### src/pkg/tlm_defines.svh
// Purpose: Constants for the transport lane mapper and sync header selector.
// Assumes: 20 MHz clock, one lane word per clock per lane.
// Notes:   Link mode numbers are the values carried on link_mode_select.
`ifndef TLM_DEFINES_SVH
`define TLM_DEFINES_SVH
`define TLM_LANES        8
`define TLM_LANE_W       32
`define TLM_MODE_W       7
`define TLM_OR_POS       0
`define TLM_SAMPLE_LSB   1
`define TLM_HDR_CRC12    1'b0
`define TLM_HDR_FEC      1'b1
`define TLM_RST_LANE     32'h0000_0000
`endif

### src/pkg/tlm_pkg.sv
// Purpose: Types for the transport lane mapper.
// Assumes: Constants come from tlm_defines.svh.
// Notes:   Placement classes group link modes that share a lane layout.
package tlm_pkg;
    typedef enum logic [3:0] {
        TLM_PL_NONE,
        TLM_PL_S8_2,
        TLM_PL_S8_4,
        TLM_PL_S8_8,
        TLM_PL_S8_16,
        TLM_PL_S4_16,
        TLM_PL_BYP_S,
        TLM_PL_BYP_D,
        TLM_PL_OCT_D,
        TLM_PL_D4_4,
        TLM_PL_D8_2
    } tlm_place_e;
    typedef enum logic {
        TLM_SH_CRC12,
        TLM_SH_FEC
    } tlm_sh_e;
endpackage : tlm_pkg

### src/rtl/tlm_mapper.sv
// Purpose: Maps converter samples onto two groups of lanes per link mode.
// Assumes: Samples are on the same clock; link mode is static while the link runs.
// Notes:   Each lane output is one 32-bit multiframe slice per clock, octet 0 in bits 31:24.
`timescale 1ns/1ps
`include "tlm_defines.svh"
module tlm_mapper (
    input  wire logic                       clk,
    input  wire logic                       rst,
    input  wire logic [`TLM_MODE_W-1:0]     link_mode_select,
    input  wire logic                       sync_header_mode,
    input  wire logic                       sample_valid,
    input  wire logic [8*15-1:0]            first_chan_inphase_word,
    input  wire logic [8*15-1:0]            first_chan_quad_word,
    input  wire logic [7:0]                 inphase_overrange_flag,
    input  wire logic [7:0]                 quadrature_overrange_flag,
    input  wire logic [15:0]                second_chan_inphase_word,
    input  wire logic [15:0]                second_chan_quad_word,
    input  wire logic                       first_chan_inphase_overrange,
    input  wire logic                       first_chan_quad_overrange,
    input  wire logic                       second_chan_inphase_overrange,
    input  wire logic                       second_chan_quad_overrange,
    input  wire logic [8*12-1:0]            raw_sample,
    input  wire logic [4*12-1:0]            raw_second_chan,
    output logic [`TLM_LANES*`TLM_LANE_W-1:0] first_group_lane,
    output logic [`TLM_LANES*`TLM_LANE_W-1:0] second_group_lane,
    output logic [`TLM_LANES-1:0]           lane_enable,
    output logic                            lane_valid,
    output logic                            crc12_enable,
    output logic                            fec_enable,
    output logic                            mode_supported
);

    // Decodes a link mode number into its lane placement class.
    function automatic tlm_pkg::tlm_place_e place_of(input logic [`TLM_MODE_W-1:0] m);
        case (m)
            7'd23, 7'd38: place_of = tlm_pkg::TLM_PL_S8_2;
            7'd24, 7'd61, 7'd64, 7'd69, 7'd71: place_of = tlm_pkg::TLM_PL_S8_4;
            7'd26, 7'd52: place_of = tlm_pkg::TLM_PL_S8_8;
            7'd27, 7'd54, 7'd63: place_of = tlm_pkg::TLM_PL_S8_16;
            7'd25, 7'd48, 7'd62, 7'd65, 7'd70: place_of = tlm_pkg::TLM_PL_S4_16;
            7'd32: place_of = tlm_pkg::TLM_PL_BYP_S;
            7'd33: place_of = tlm_pkg::TLM_PL_BYP_D;
            7'd35: place_of = tlm_pkg::TLM_PL_OCT_D;
            7'd37: place_of = tlm_pkg::TLM_PL_D4_4;
            7'd39, 7'd56: place_of = tlm_pkg::TLM_PL_D8_2;
            default: place_of = tlm_pkg::TLM_PL_NONE;
        endcase
    endfunction : place_of

    // Builds a 16-bit lane word from a 15-bit sample and its overrange bit.
    function automatic logic [15:0] lane_word(input logic [14:0] s, input logic o);
        lane_word = {s, o};
    endfunction : lane_word

    // Packs four 12-bit samples into three 16-bit lanes, most significant nibble first.
    function automatic logic [47:0] pack12(input logic [47:0] s4);
        pack12 = s4;
    endfunction : pack12

    // Lane map summary, one line per placement class. Group one is the first
    // eight lanes and group two the second eight. Each lane slice is 32 bits.
    // Octet 0 sits in bits 31:24 and octet 3 in bits 7:0.
    //
    // Two-lane single decimate-by-8: I0 on group-one lane 0, Q0 on group-two lane 0.
    // Four-lane single decimate-by-8: I0, I1 and Q0, Q1 on lanes 0 and 1.
    // Eight-lane single decimate-by-8: I0 to I3 and Q0 to Q3 on lanes 0 to 3.
    // Sixteen-lane single decimate-by-8: I0 to I7 and Q0 to Q7 on lanes 0 to 7.
    // Sixteen-lane single decimate-by-4: as above, but lane pairs share a flag.
    // Single bypass: even samples on group one, odd samples on group two.
    // Dual bypass: channel A on group one, channel B on group two.
    // Dual 8-bit: one octet per lane in octet 0, channels split by group.
    // Dual decimate-by-4: I on lane 0 and Q on lane 1 of each group.
    // Dual two-lane modes: I in octets 0-1 and Q in octets 2-3 of lane 0.
    //
    // Unused lanes and unused octets are driven to zero. A receiver that
    // ignores lane_enable then sees a clean zero rather than stale data.
    // The link mode is decoded combinationally every cycle. A change of mode
    // therefore takes effect at the very next registered sample. The link
    // layer must hold the mode steady while a link is up, because half a
    // multiframe in one layout and half in another cannot be unpacked.
    //
    // Trade-off: every layout is computed in parallel and one is selected.
    // This costs area but keeps the latency at exactly one clock for all
    // modes, so the receiver never has to account for a mode-dependent delay.
    tlm_pkg::tlm_place_e                     place;
    logic [`TLM_LANES*`TLM_LANE_W-1:0]       nxt_first;
    logic [`TLM_LANES*`TLM_LANE_W-1:0]       nxt_second;
    logic [`TLM_LANES-1:0]                   nxt_enable;
    logic [47:0]                             even_pack;
    logic [47:0]                             odd_pack;
    logic [47:0]                             a_pack;
    logic [47:0]                             b_pack;
    logic [15:0]                             iw [0:7];
    logic [15:0]                             qw [0:7];
    logic [15:0]                             iw_pair [0:7];
    logic [15:0]                             qw_pair [0:7];

    assign place = place_of(link_mode_select);

    // Per-lane words for the decimated placements, including pair-shared overrange.
    genvar g;
    generate
        for (g = 0; g < 8; g = g + 1) begin : g_words
            assign iw[g] = lane_word(first_chan_inphase_word[g*15 +: 15],
                                     inphase_overrange_flag[g]);
            assign qw[g] = lane_word(first_chan_quad_word[g*15 +: 15],
                                     quadrature_overrange_flag[g]);
            assign iw_pair[g] = lane_word(first_chan_inphase_word[g*15 +: 15],
                                          inphase_overrange_flag[g/2]);
            assign qw_pair[g] = lane_word(first_chan_quad_word[g*15 +: 15],
                                          quadrature_overrange_flag[g/2]);
        end
    endgenerate

    // Gather even, odd, first-channel and second-channel raw samples for nibble packing.
    // Dual bypass takes channel A as raw samples 0 to 3 in order. Single bypass splits
    // even and odd samples instead. Sharing one packer for both would put the
    // wrong samples on group one.
    always_comb begin
        a_pack    = pack12({raw_sample[0*12 +: 12], raw_sample[1*12 +: 12],
                            raw_sample[2*12 +: 12], raw_sample[3*12 +: 12]});
        even_pack = pack12({raw_sample[0*12 +: 12], raw_sample[2*12 +: 12],
                            raw_sample[4*12 +: 12], raw_sample[6*12 +: 12]});
        odd_pack  = pack12({raw_sample[1*12 +: 12], raw_sample[3*12 +: 12],
                            raw_sample[5*12 +: 12], raw_sample[7*12 +: 12]});
        b_pack    = pack12({raw_second_chan[0*12 +: 12], raw_second_chan[1*12 +: 12],
                            raw_second_chan[2*12 +: 12], raw_second_chan[3*12 +: 12]});
    end

    // Lane placement per class; 16-bit words sit in octets 0-1 of each lane,
    // octets 2-3 are used only by the four-octet dual layouts.
    always_comb begin
        nxt_first  = '0;
        nxt_second = '0;
        nxt_enable = '0;
        case (place)
            tlm_pkg::TLM_PL_S8_2: begin
                nxt_first[31:16]  = iw[0];
                nxt_second[31:16] = qw[0];
                nxt_enable        = 8'h01;
            end
            tlm_pkg::TLM_PL_S8_4: begin
                for (int k = 0; k < 2; k++) begin
                    nxt_first[k*32+16 +: 16]  = iw[k];
                    nxt_second[k*32+16 +: 16] = qw[k];
                end
                nxt_enable = 8'h03;
            end
            tlm_pkg::TLM_PL_S8_8: begin
                for (int k = 0; k < 4; k++) begin
                    nxt_first[k*32+16 +: 16]  = iw[k];
                    nxt_second[k*32+16 +: 16] = qw[k];
                end
                nxt_enable = 8'h0f;
            end
            tlm_pkg::TLM_PL_S8_16: begin
                for (int k = 0; k < 8; k++) begin
                    nxt_first[k*32+16 +: 16]  = iw[k];
                    nxt_second[k*32+16 +: 16] = qw[k];
                end
                nxt_enable = 8'hff;
            end
            tlm_pkg::TLM_PL_S4_16: begin
                for (int k = 0; k < 8; k++) begin
                    nxt_first[k*32+16 +: 16]  = iw_pair[k];
                    nxt_second[k*32+16 +: 16] = qw_pair[k];
                end
                nxt_enable = 8'hff;
            end
            tlm_pkg::TLM_PL_BYP_S: begin
                for (int k = 0; k < 3; k++) begin
                    nxt_first[k*32+16 +: 16]  = even_pack[47-k*16 -: 16];
                    nxt_second[k*32+16 +: 16] = odd_pack[47-k*16 -: 16];
                end
                nxt_enable = 8'h07;
            end
            tlm_pkg::TLM_PL_BYP_D: begin
                for (int k = 0; k < 3; k++) begin
                    nxt_first[k*32+16 +: 16]  = a_pack[47-k*16 -: 16];
                    nxt_second[k*32+16 +: 16] = b_pack[47-k*16 -: 16];
                end
                nxt_enable = 8'h07;
            end
            tlm_pkg::TLM_PL_OCT_D: begin
                // Channel A 8-bit samples are raw samples 0 and 1, upper 8 bits.
                nxt_first[31:24]  = raw_sample[0*12+4 +: 8];
                nxt_first[63:56]  = raw_sample[1*12+4 +: 8];
                nxt_second[31:24] = raw_second_chan[0*12+4 +: 8];
                nxt_second[63:56] = raw_second_chan[1*12+4 +: 8];
                nxt_enable        = 8'h03;
            end
            tlm_pkg::TLM_PL_D4_4: begin
                nxt_first[31:16]  = lane_word(first_chan_inphase_word[14:0],
                                              first_chan_inphase_overrange);
                nxt_first[63:48]  = lane_word(first_chan_quad_word[14:0],
                                              first_chan_quad_overrange);
                nxt_second[31:16] = lane_word(second_chan_inphase_word[14:0],
                                              second_chan_inphase_overrange);
                nxt_second[63:48] = lane_word(second_chan_quad_word[14:0],
                                              second_chan_quad_overrange);
                nxt_enable        = 8'h03;
            end
            tlm_pkg::TLM_PL_D8_2: begin
                nxt_first[31:0]  = {lane_word(first_chan_inphase_word[14:0],
                                              first_chan_inphase_overrange),
                                    lane_word(first_chan_quad_word[14:0],
                                              first_chan_quad_overrange)};
                nxt_second[31:0] = {lane_word(second_chan_inphase_word[14:0],
                                              second_chan_inphase_overrange),
                                    lane_word(second_chan_quad_word[14:0],
                                              second_chan_quad_overrange)};
                nxt_enable       = 8'h01;
            end
            default: begin
                nxt_enable = 8'h00;
            end
        endcase
    end

    // Lane data registers; they hold their value while no new sample arrives.
    // Holding avoids needless toggling on the serializer inputs between samples.
    // The hold is only safe because lane_valid marks each fresh word.
    always_ff @(posedge clk or posedge rst) begin
        if (rst) begin
            first_group_lane  <= '0;
            second_group_lane <= '0;
        end else if (sample_valid) begin
            first_group_lane  <= nxt_first;
            second_group_lane <= nxt_second;
        end
    end

    // Lane enables and valid follow the mode; unsupported modes disable every lane.
    always_ff @(posedge clk or posedge rst) begin
        if (rst) begin
            lane_enable    <= '0;
            lane_valid     <= 1'b0;
            mode_supported <= 1'b0;
        end else begin
            lane_enable    <= nxt_enable;
            lane_valid     <= sample_valid && (place != tlm_pkg::TLM_PL_NONE);
            mode_supported <= (place != tlm_pkg::TLM_PL_NONE);
        end
    end

    // The two enables are registered so the link layer sees a clean level.
    // They leave reset in checking mode, which is the safer default because
    // a receiver that expects correction still detects errors through it.
    // Sync header selection: only CRC-12 or FEC exist, so one bit fully decides
    // and no encoding can ever request the 3-bit check.
    always_ff @(posedge clk or posedge rst) begin
        if (rst) begin
            crc12_enable <= 1'b1;
            fec_enable   <= 1'b0;
        end else begin
            crc12_enable <= (sync_header_mode == `TLM_HDR_CRC12);
            fec_enable   <= (sync_header_mode == `TLM_HDR_FEC);
        end
    end

endmodule : tlm_mapper
### config.mk
export PLATFORM = sky130hd
export DESIGN_NAME = tlm_mapper
export DESIGN_NICKNAME = d
export VERILOG_FILES = /design/src/pkg/tlm_pkg.sv /design/src/rtl/tlm_mapper.sv
export VERILOG_INCLUDE_DIRS = /design/src /design/src/pkg
export SDC_FILE = /design/constraint.sdc
export NUM_CORES = 1
export LEC_CHECK = 0
export ABC_CLOCK_PERIOD_IN_PS = 12000
export BUFFER_PORTS_ARGS = -buffer_cell sky130_fd_sc_hd__buf_2
export CORE_AREA = 2 2 374 376
export DETAILED_ROUTE_END_ITERATION = 6
export DIE_AREA = 0 0 376 378
export GPL_TIMING_DRIVEN = 0
export RECOVER_POWER = 50
export SETUP_SLACK_MARGIN = 0.1
export SLEW_MARGIN = 5
export SYNTH_ARGS = -nofsm -noshare
export SYNTH_HDL_FRONTEND = slang
export SYNTH_SLANG_ARGS = --single-unit
### constraint.sdc
create_clock -name clk -period 12 [get_ports clk]
set_input_delay 2.4 -clock clk [delete_from_list [all_inputs] [get_ports clk]]
set_output_delay 2.4 -clock clk [all_outputs]
set_load 0.01 [all_outputs]
After elaboration in Yosys (flattened, before gate mapping)
Index checks and enable logic that the tools add are counted.
{"block": "word_totals", "regBits": 300, "latch_bits": 0, "ramBits": 0, "mem_bits_ro": 0, "input_bits": 447, "output_inout_bits": 524, "wordCells": 85, "memories": 0}
{"block": "classes", "n_addsub": 0, "n_mul": 0, "div_mod_pow": 0, "n_lt_le_gt_ge": 0, "eq_ne": 33, "n_shift": 0, "n_mux": 24, "bitwise_logic": 1, "n_reduce_logical": 20}
{"op": "$pmux W16 S2", "n": 10}
{"op": "$pmux W8 S5", "n": 5}
{"op": "$pmux W16 S4", "n": 2}
{"op": "$pmux W8 S4", "n": 3}
{"op": "$eq A7 B6 Y1 const B", "n": 13}
{"op": "$pmux W4 S10", "n": 1}
{"op": "$eq A7 B5 Y1 const B", "n": 5}
{"op": "$eq A7 B7 Y1 const B", "n": 5}
{"op": "$mux W16", "n": 2}
{"op": "$reduce_or A2 Y1", "n": 9}
{"op": "$eq A4 B3 Y1 const B", "n": 4}
{"op": "$pmux W8 S2", "n": 1}
{"op": "$reduce_or A5 Y1", "n": 3}
{"op": "$eq A4 B4 Y1 const B", "n": 3}
{"op": "$reduce_or A3 Y1", "n": 4}
{"op": "$eq A4 B2 Y1 const B", "n": 2}
{"op": "$reduce_or A7 Y1", "n": 1}
{"op": "$eq A4 B1 Y1 const B", "n": 1}
{"op": "$reduce_bool A4 Y1", "n": 1}
{"op": "$reduce_or A4 Y1", "n": 1}
{"op": "$logic_and A1 B1 Y1", "n": 1}
{"op": "$not A1 Y1", "n": 1}

Logic depth before layout (Yosys ltp)
{"block": "depth", "ltp_word": 6, "ltp_mapped": 10, "depth_no_buf": 7}

Worst setup path before layout
No wires, ideal clock.
{"block": "synth_timing", "kind": "input port to flip-flop", "startpoint": "input port link_mode_select[1]", "endpoint": "register first_group_lane[20]", "setup_time_ns": 0.126, "arrival_ns": 3.957, "required_ns": 11.874, "slack_ns": 7.917, "cell_stages": 9, "n_path_buf": 3, "cell_sequence": "buf_2 -> buf_4 -> nor2_1 -> and4_1 -> o21bai_4 -> nand2b_1 -> o21a_1 -> buf_6 -> a221o_1"}
{"block": "synth_between", "elab_chain_cells": 6, "elab_cells_between_ends": 42, "classes_between": "eq/ne: 32; mux: 2; reduce/logical: 8"}
{"item": "start, declared", "line": "tlm_mapper.sv:9", "rtl": "input wire logic [`TLM_MODE_W-1:0] link_mode_select,"}
{"item": "$eq A7 B5 Y1, or another cell as far along", "line": "tlm_mapper.sv:35", "rtl": "case (m)"}
{"item": "$reduce_or A5 Y1, or another cell as far along", "line": "tlm_mapper.sv:35"}
{"item": "$pmux W4 S10 (*)", "line": "tlm_mapper.sv:35"}
{"item": "$eq A4 B3 Y1, or another cell as far along", "line": "tlm_mapper.sv:136", "rtl": "case (place)"}
{"item": "$reduce_or A5 Y1 (no line) or $reduce_or A2 Y1 (tied branches)"}
{"item": "$pmux W8 S4 (*)", "line": "tlm_mapper.sv:136"}
{"item": "end signal, assigned", "line": "tlm_mapper.sv:228", "rtl": "first_group_lane <= nxt_first;"}
{"item": "end, declared", "line": "tlm_mapper.sv:24", "rtl": "output logic [`TLM_LANES*`TLM_LANE_W-1:0] first_group_lane,"}
Every way passes the cells marked *; elsewhere a longest branch is shown, timed or not.
A chain may end at the register's enable or synchronous reset.

==> metrics.sh <==
RUN_STATUS='complete, but fails checks'
VIOLATIONS='max-capacitance violations, max-slew violations'
SETUP_VIOL=0
MINIMUM_HOLD_SLACK_NS=0.4779
BOUNDARY_PIN_COUNT=971
SYNTHFLOPTYPE='sky130_fd_sc_hd__dfrtp_1'
FINALMAXSLEWVIOLATIONS=86
TIMING.CRITICAL_PATH.CELLS='buf_2, clkinvlp_2'
DETAILEDROUTE.FIRSTPASSITERATIONCOUNT=6
POST_SYNTH_INSTANCE_AREA_SQ_MM=0.01519
ROWS=137
PLACE.GP.CONGESTION=0.8809
WIRELENGTH_MM=118.2
DIE_W_UM=376
NUM-FILL-CELLS=15710
AVG_VIAS_PER_CELL=3.693
GLOBALROUTETOTALUTIL_PCT=15.87
CTS_HOLD_BUFFERS=0
POWER.SEQUENTIAL.FRACTION_PCT=36.0
ARR_TIME_CRIT_PATH_NS=5.28
YOSYS.AREA.TOP_TYPE='sky130_fd_sc_hd__dfrtp_1'
YOSYS.CELL_TYPES.COUNT=49
DRCVIOLATIONCOUNT=0
AVGROUTEDWIREPERCELL_UM=26.81
POST-PLACE-CELLS=4303
DRV_CAP=1
DIEAREA_SQ_MM=0.1421
POWER.SHARE.CLOCK_PCT=46.5
FIN_SKEW_NS=0
HPWL_MM=99.72
CTSLONGESTPATHBUFFERS=3
MAX_SLEW.WORST_PIN.SLEW_NS=4.711
CHIPHEIGHT_UM=378
GLOBALROUTEOVERFLOWTOTAL=0
CRITICAL-PATH-SLOWEST-CELL='sky130_fd_sc_hd__clkinvlp_2'
POWER-PER-CELL-AREA_mW_PER_MM2=127.6
CLKSLEWWORSTSETUPHOLDPATHS_NS=0.05
CP_TOP_FAMILY='buffers and inverters'
ROUTED-VIA-COUNT=16280
LAYOUT_MIN_CYCLE_TIME_NS=5.436
STARTPOINT_TYPE_OF_THE_WORST_SETUP_PATH='input port'
INITIAL_UTILIZATION_PCT=10.97
CRITICAL_PATH.ENDPOINT_TYPE='asynchronous set/reset pin'
IR_WORST_VDD_uV=82.66
SWSHARE_PCT=31.00
CRITICAL_PATH.N_BUFFERS_INVERTERS=2
PIN_COUNT_OF_THE_BIGGEST_NET_ENTERING_GLOBAL_ROUTING=109
POSTCTSSETUPBUFFERS=0
FINALHOLDVIOLATIONS=0
YOSYSTOPAREACELLSHARE_PCT=48.77
POST_SYNTH_INST_COUNT=1527
GRT_SETUP_UNREPAIRED='no'
WORST_ENDPOINT_REQUIRED_TIME_NS=11.84
DESIGN.FINAL.NETS=2989
LAYOUT.CELLS.MOST_COMMON_LIST='630 x sky130_fd_sc_hd__buf_2, 296 x sky130_fd_sc_hd__dfrtp_1, 248 x sky130_fd_sc_hd__nand2_1'
IO_BUFFERS=743
TRITONCTS.NUM_BUFFERS=44
POSTCTSRESIZEDCELLS=0
TIMING.SLEW.HEADROOM_PCT=-214.1
PLACEABLECOREAREA_SQ_MM=0.1385
CTS-HTREE-LEVELS=2
DESIGN_POWER_TOTAL_uW=2996
CRITICALPATHCATEGORY='in -> async'
STATIC-LEAKAGE-POWER_uW=0.01145
CTS_TREE='done'
NUMBER_OF_GLOBAL_ROUTE_VIAS_BEFORE_REPAIR=15580
COUNT_OF_FLIP_FLOPS_WITH_A_BUILT_IN_ENABLE_AFTER_SYNTHESIS=0
CLOCK-ROOT-BUFFER='sky130_fd_sc_hd__clkbuf_16'
YOSYSWARNINGS=0
SWITCHING_POWER_uW=928.7
WORST_SKEW_PAIR.LATE_LATENCY_NS=0.61
AREAGROWTHSYNTHTOFINISH_PCT=54.53
FINALNONFILLERCELLS=4410
ANTENNA_FOUND_INITIAL=84
TIMING.CRITICAL_PATH.SLOWEST_CELL_DELAY_NS=2.58
SHARE_COMB_OF_TOTAL_POWER_PCT=17.6
GLOBAL_ROUTE_WIRE_LENGTH_BEFORE_REPAIR_MM=149.4
POST_SYNTH_MAIN_AREA_CONTRIBUTORS='sky130_fd_sc_hd__dfrtp_1 49%, sky130_fd_sc_hd__buf_4 11%, sky130_fd_sc_hd__o2bb2ai_1 10%'
WORST_HOLD_PATH_TYPE='reg -> reg'
PERIOD_SHARE_PCT=45.30
LAYOUT_COMMONEST_CELL='sky130_fd_sc_hd__buf_2'
CLOCK_SINK_COUNT=297
SYNTHARSTFLOPSHARE_PCT=100.0
POSTSYNTHAREAPERCELL_SQ_UM=9.947
SYNTH.FF_LATCH_COUNT=297
DRIVE_ABOVE_1_SHARE_PCT=37.10
DETAIL_ROUTE.ITER0.VIOLATIONS=1110
CRIT_PATH_MAX_FANOUT=87
SEQ_AREA_FRAC_SYNTH_PCT=48.94
FINAL_ANTENNA_NET_COUNT=0
FINISH.UTILIZATION_PCT=16.95
MAX_FREQ_MHz=184.0
POWER_REPORT.INTERNAL_TOTAL_uW=2067
## power groups by stage
stage               logic [uW]  clock network (uW)  registers [uW]
floorplan                  225                   0            1110
global placement           534                   0            1090
detailed placement         542                   0            1090
CTS                        543                1440            1080
global route               571                1480            1080
finish                     526                1390            1080
## flip-flops by register name, summed over array words and instances (netlist names)
name               flops
first_group_lane     144
crc12_enable           1
second_group_lane    144
lane_valid             1
lane_enable            5
fec_enable             1
mode_supported         1
## metrics by stage
stage / cell area, sq um / setup WS, ns / setup TNS [ns]
CTS: 23600 / 6.712 / 0
finish: 23470 / 6.564 / 0
global route: 23420 / 5.823 / 0
detailed placement: 22100 / 6.031 / 0
global placement: 22000 / -3.571 / -1025.02
floorplan: 16030 / 1.397 / 0
## cell type report
cell class	count	area [sq um]	area share, %
plain buffers	353	2256	9.612
well taps	1807	2261	9.633
clock inverters	22	271.5	1.157
inverters	10	38.79	0.1653
flip-flops and latches	297	7433	31.67
diodes	26	65.06	0.2772
repair buffers	746	3615	15.40
clock buffers	59	1227	5.230
multi-input cells	1090	6302	26.85
## cells by family (layout without fill, tap and decap cells)
kind of cell,after synthesis,count (layout),share of synthesized area [%]
and+or+nand+nor,437,437,12.21
AOI/OAI and AO/OA,417,417,22.90
buffers and inverters,363,1190,15.08
DFF,297,297,48.94
muxes,11,11,0.7909
other,1,250,0.02469
xor gates and xnor gates,1,1,0.05768
## worst paths after layout
path,startpoint,end,slack [ns],depth (start not counted)
setup / recovery,rst,first_group_lane[55],6.56,2
hold / removal,second_group_lane[180],second_group_lane[180],0.48,1
setup reg to reg,first_group_lane[48],first_group_lane[48],10.96,4
hold reg to reg,second_group_lane[180],second_group_lane[180],0.48,1
max in group clk,link_mode_select[0],second_group_lane[94],6.80,10
min in group asynchronous,rst,first_group_lane[178],3.19,2
## cells in the mapped netlist (2+ instances only)
cell / n
sky130_fd_sc_hd__buf_2: 36
sky130_fd_sc_hd__a22oi_1: 21
sky130_fd_sc_hd__nor4bb_1: 3
sky130_fd_sc_hd__nor2_1: 122
sky130_fd_sc_hd__and3b_1: 2
sky130_fd_sc_hd__nand3_1: 2
sky130_fd_sc_hd__and4_1: 3
sky130_fd_sc_hd__a21o_1: 2
sky130_fd_sc_hd__nand4b_1: 2
sky130_fd_sc_hd__nand2_1: 248
sky130_fd_sc_hd__clkbuf_1: 85
sky130_fd_sc_hd__dfrtp_1: 296
sky130_fd_sc_hd__nand2b_1: 6
sky130_fd_sc_hd__nor3_1: 3
sky130_fd_sc_hd__nor2b_1: 18
sky130_fd_sc_hd__a21oi_1: 39
sky130_fd_sc_hd__o22a_1: 15
sky130_fd_sc_hd__mux2_2: 8
sky130_fd_sc_hd__o21ai_0: 9
sky130_fd_sc_hd__mux2i_1: 3
sky130_fd_sc_hd__a221o_1: 33
sky130_fd_sc_hd__buf_6: 3
sky130_fd_sc_hd__nor3b_1: 2
sky130_fd_sc_hd__and2_1: 11
sky130_fd_sc_hd__inv_1: 10
sky130_fd_sc_hd__o211ai_1: 17
sky130_fd_sc_hd__o22ai_1: 3
sky130_fd_sc_hd__a221oi_1: 85
sky130_fd_sc_hd__buf_4: 229
sky130_fd_sc_hd__o21a_1: 2
sky130_fd_sc_hd__and3_1: 10
sky130_fd_sc_hd__o2bb2ai_1: 182
## routing by layer
layer / part of all wire [%] / track usage, % / wire [um] / up-vias
met3: 9.8 / 5.850 / 11560 / 229
li1: - / - / - / 7102
met4: 3.4 / 4.845 / 3976 / 64
met1: 40 / 19.32 / 47680 / 7974
met5: 0.35 / 0 / 416 / -
met2: 46 / 25.95 / 54600 / 915
Power figures use the tool's default switching activity.
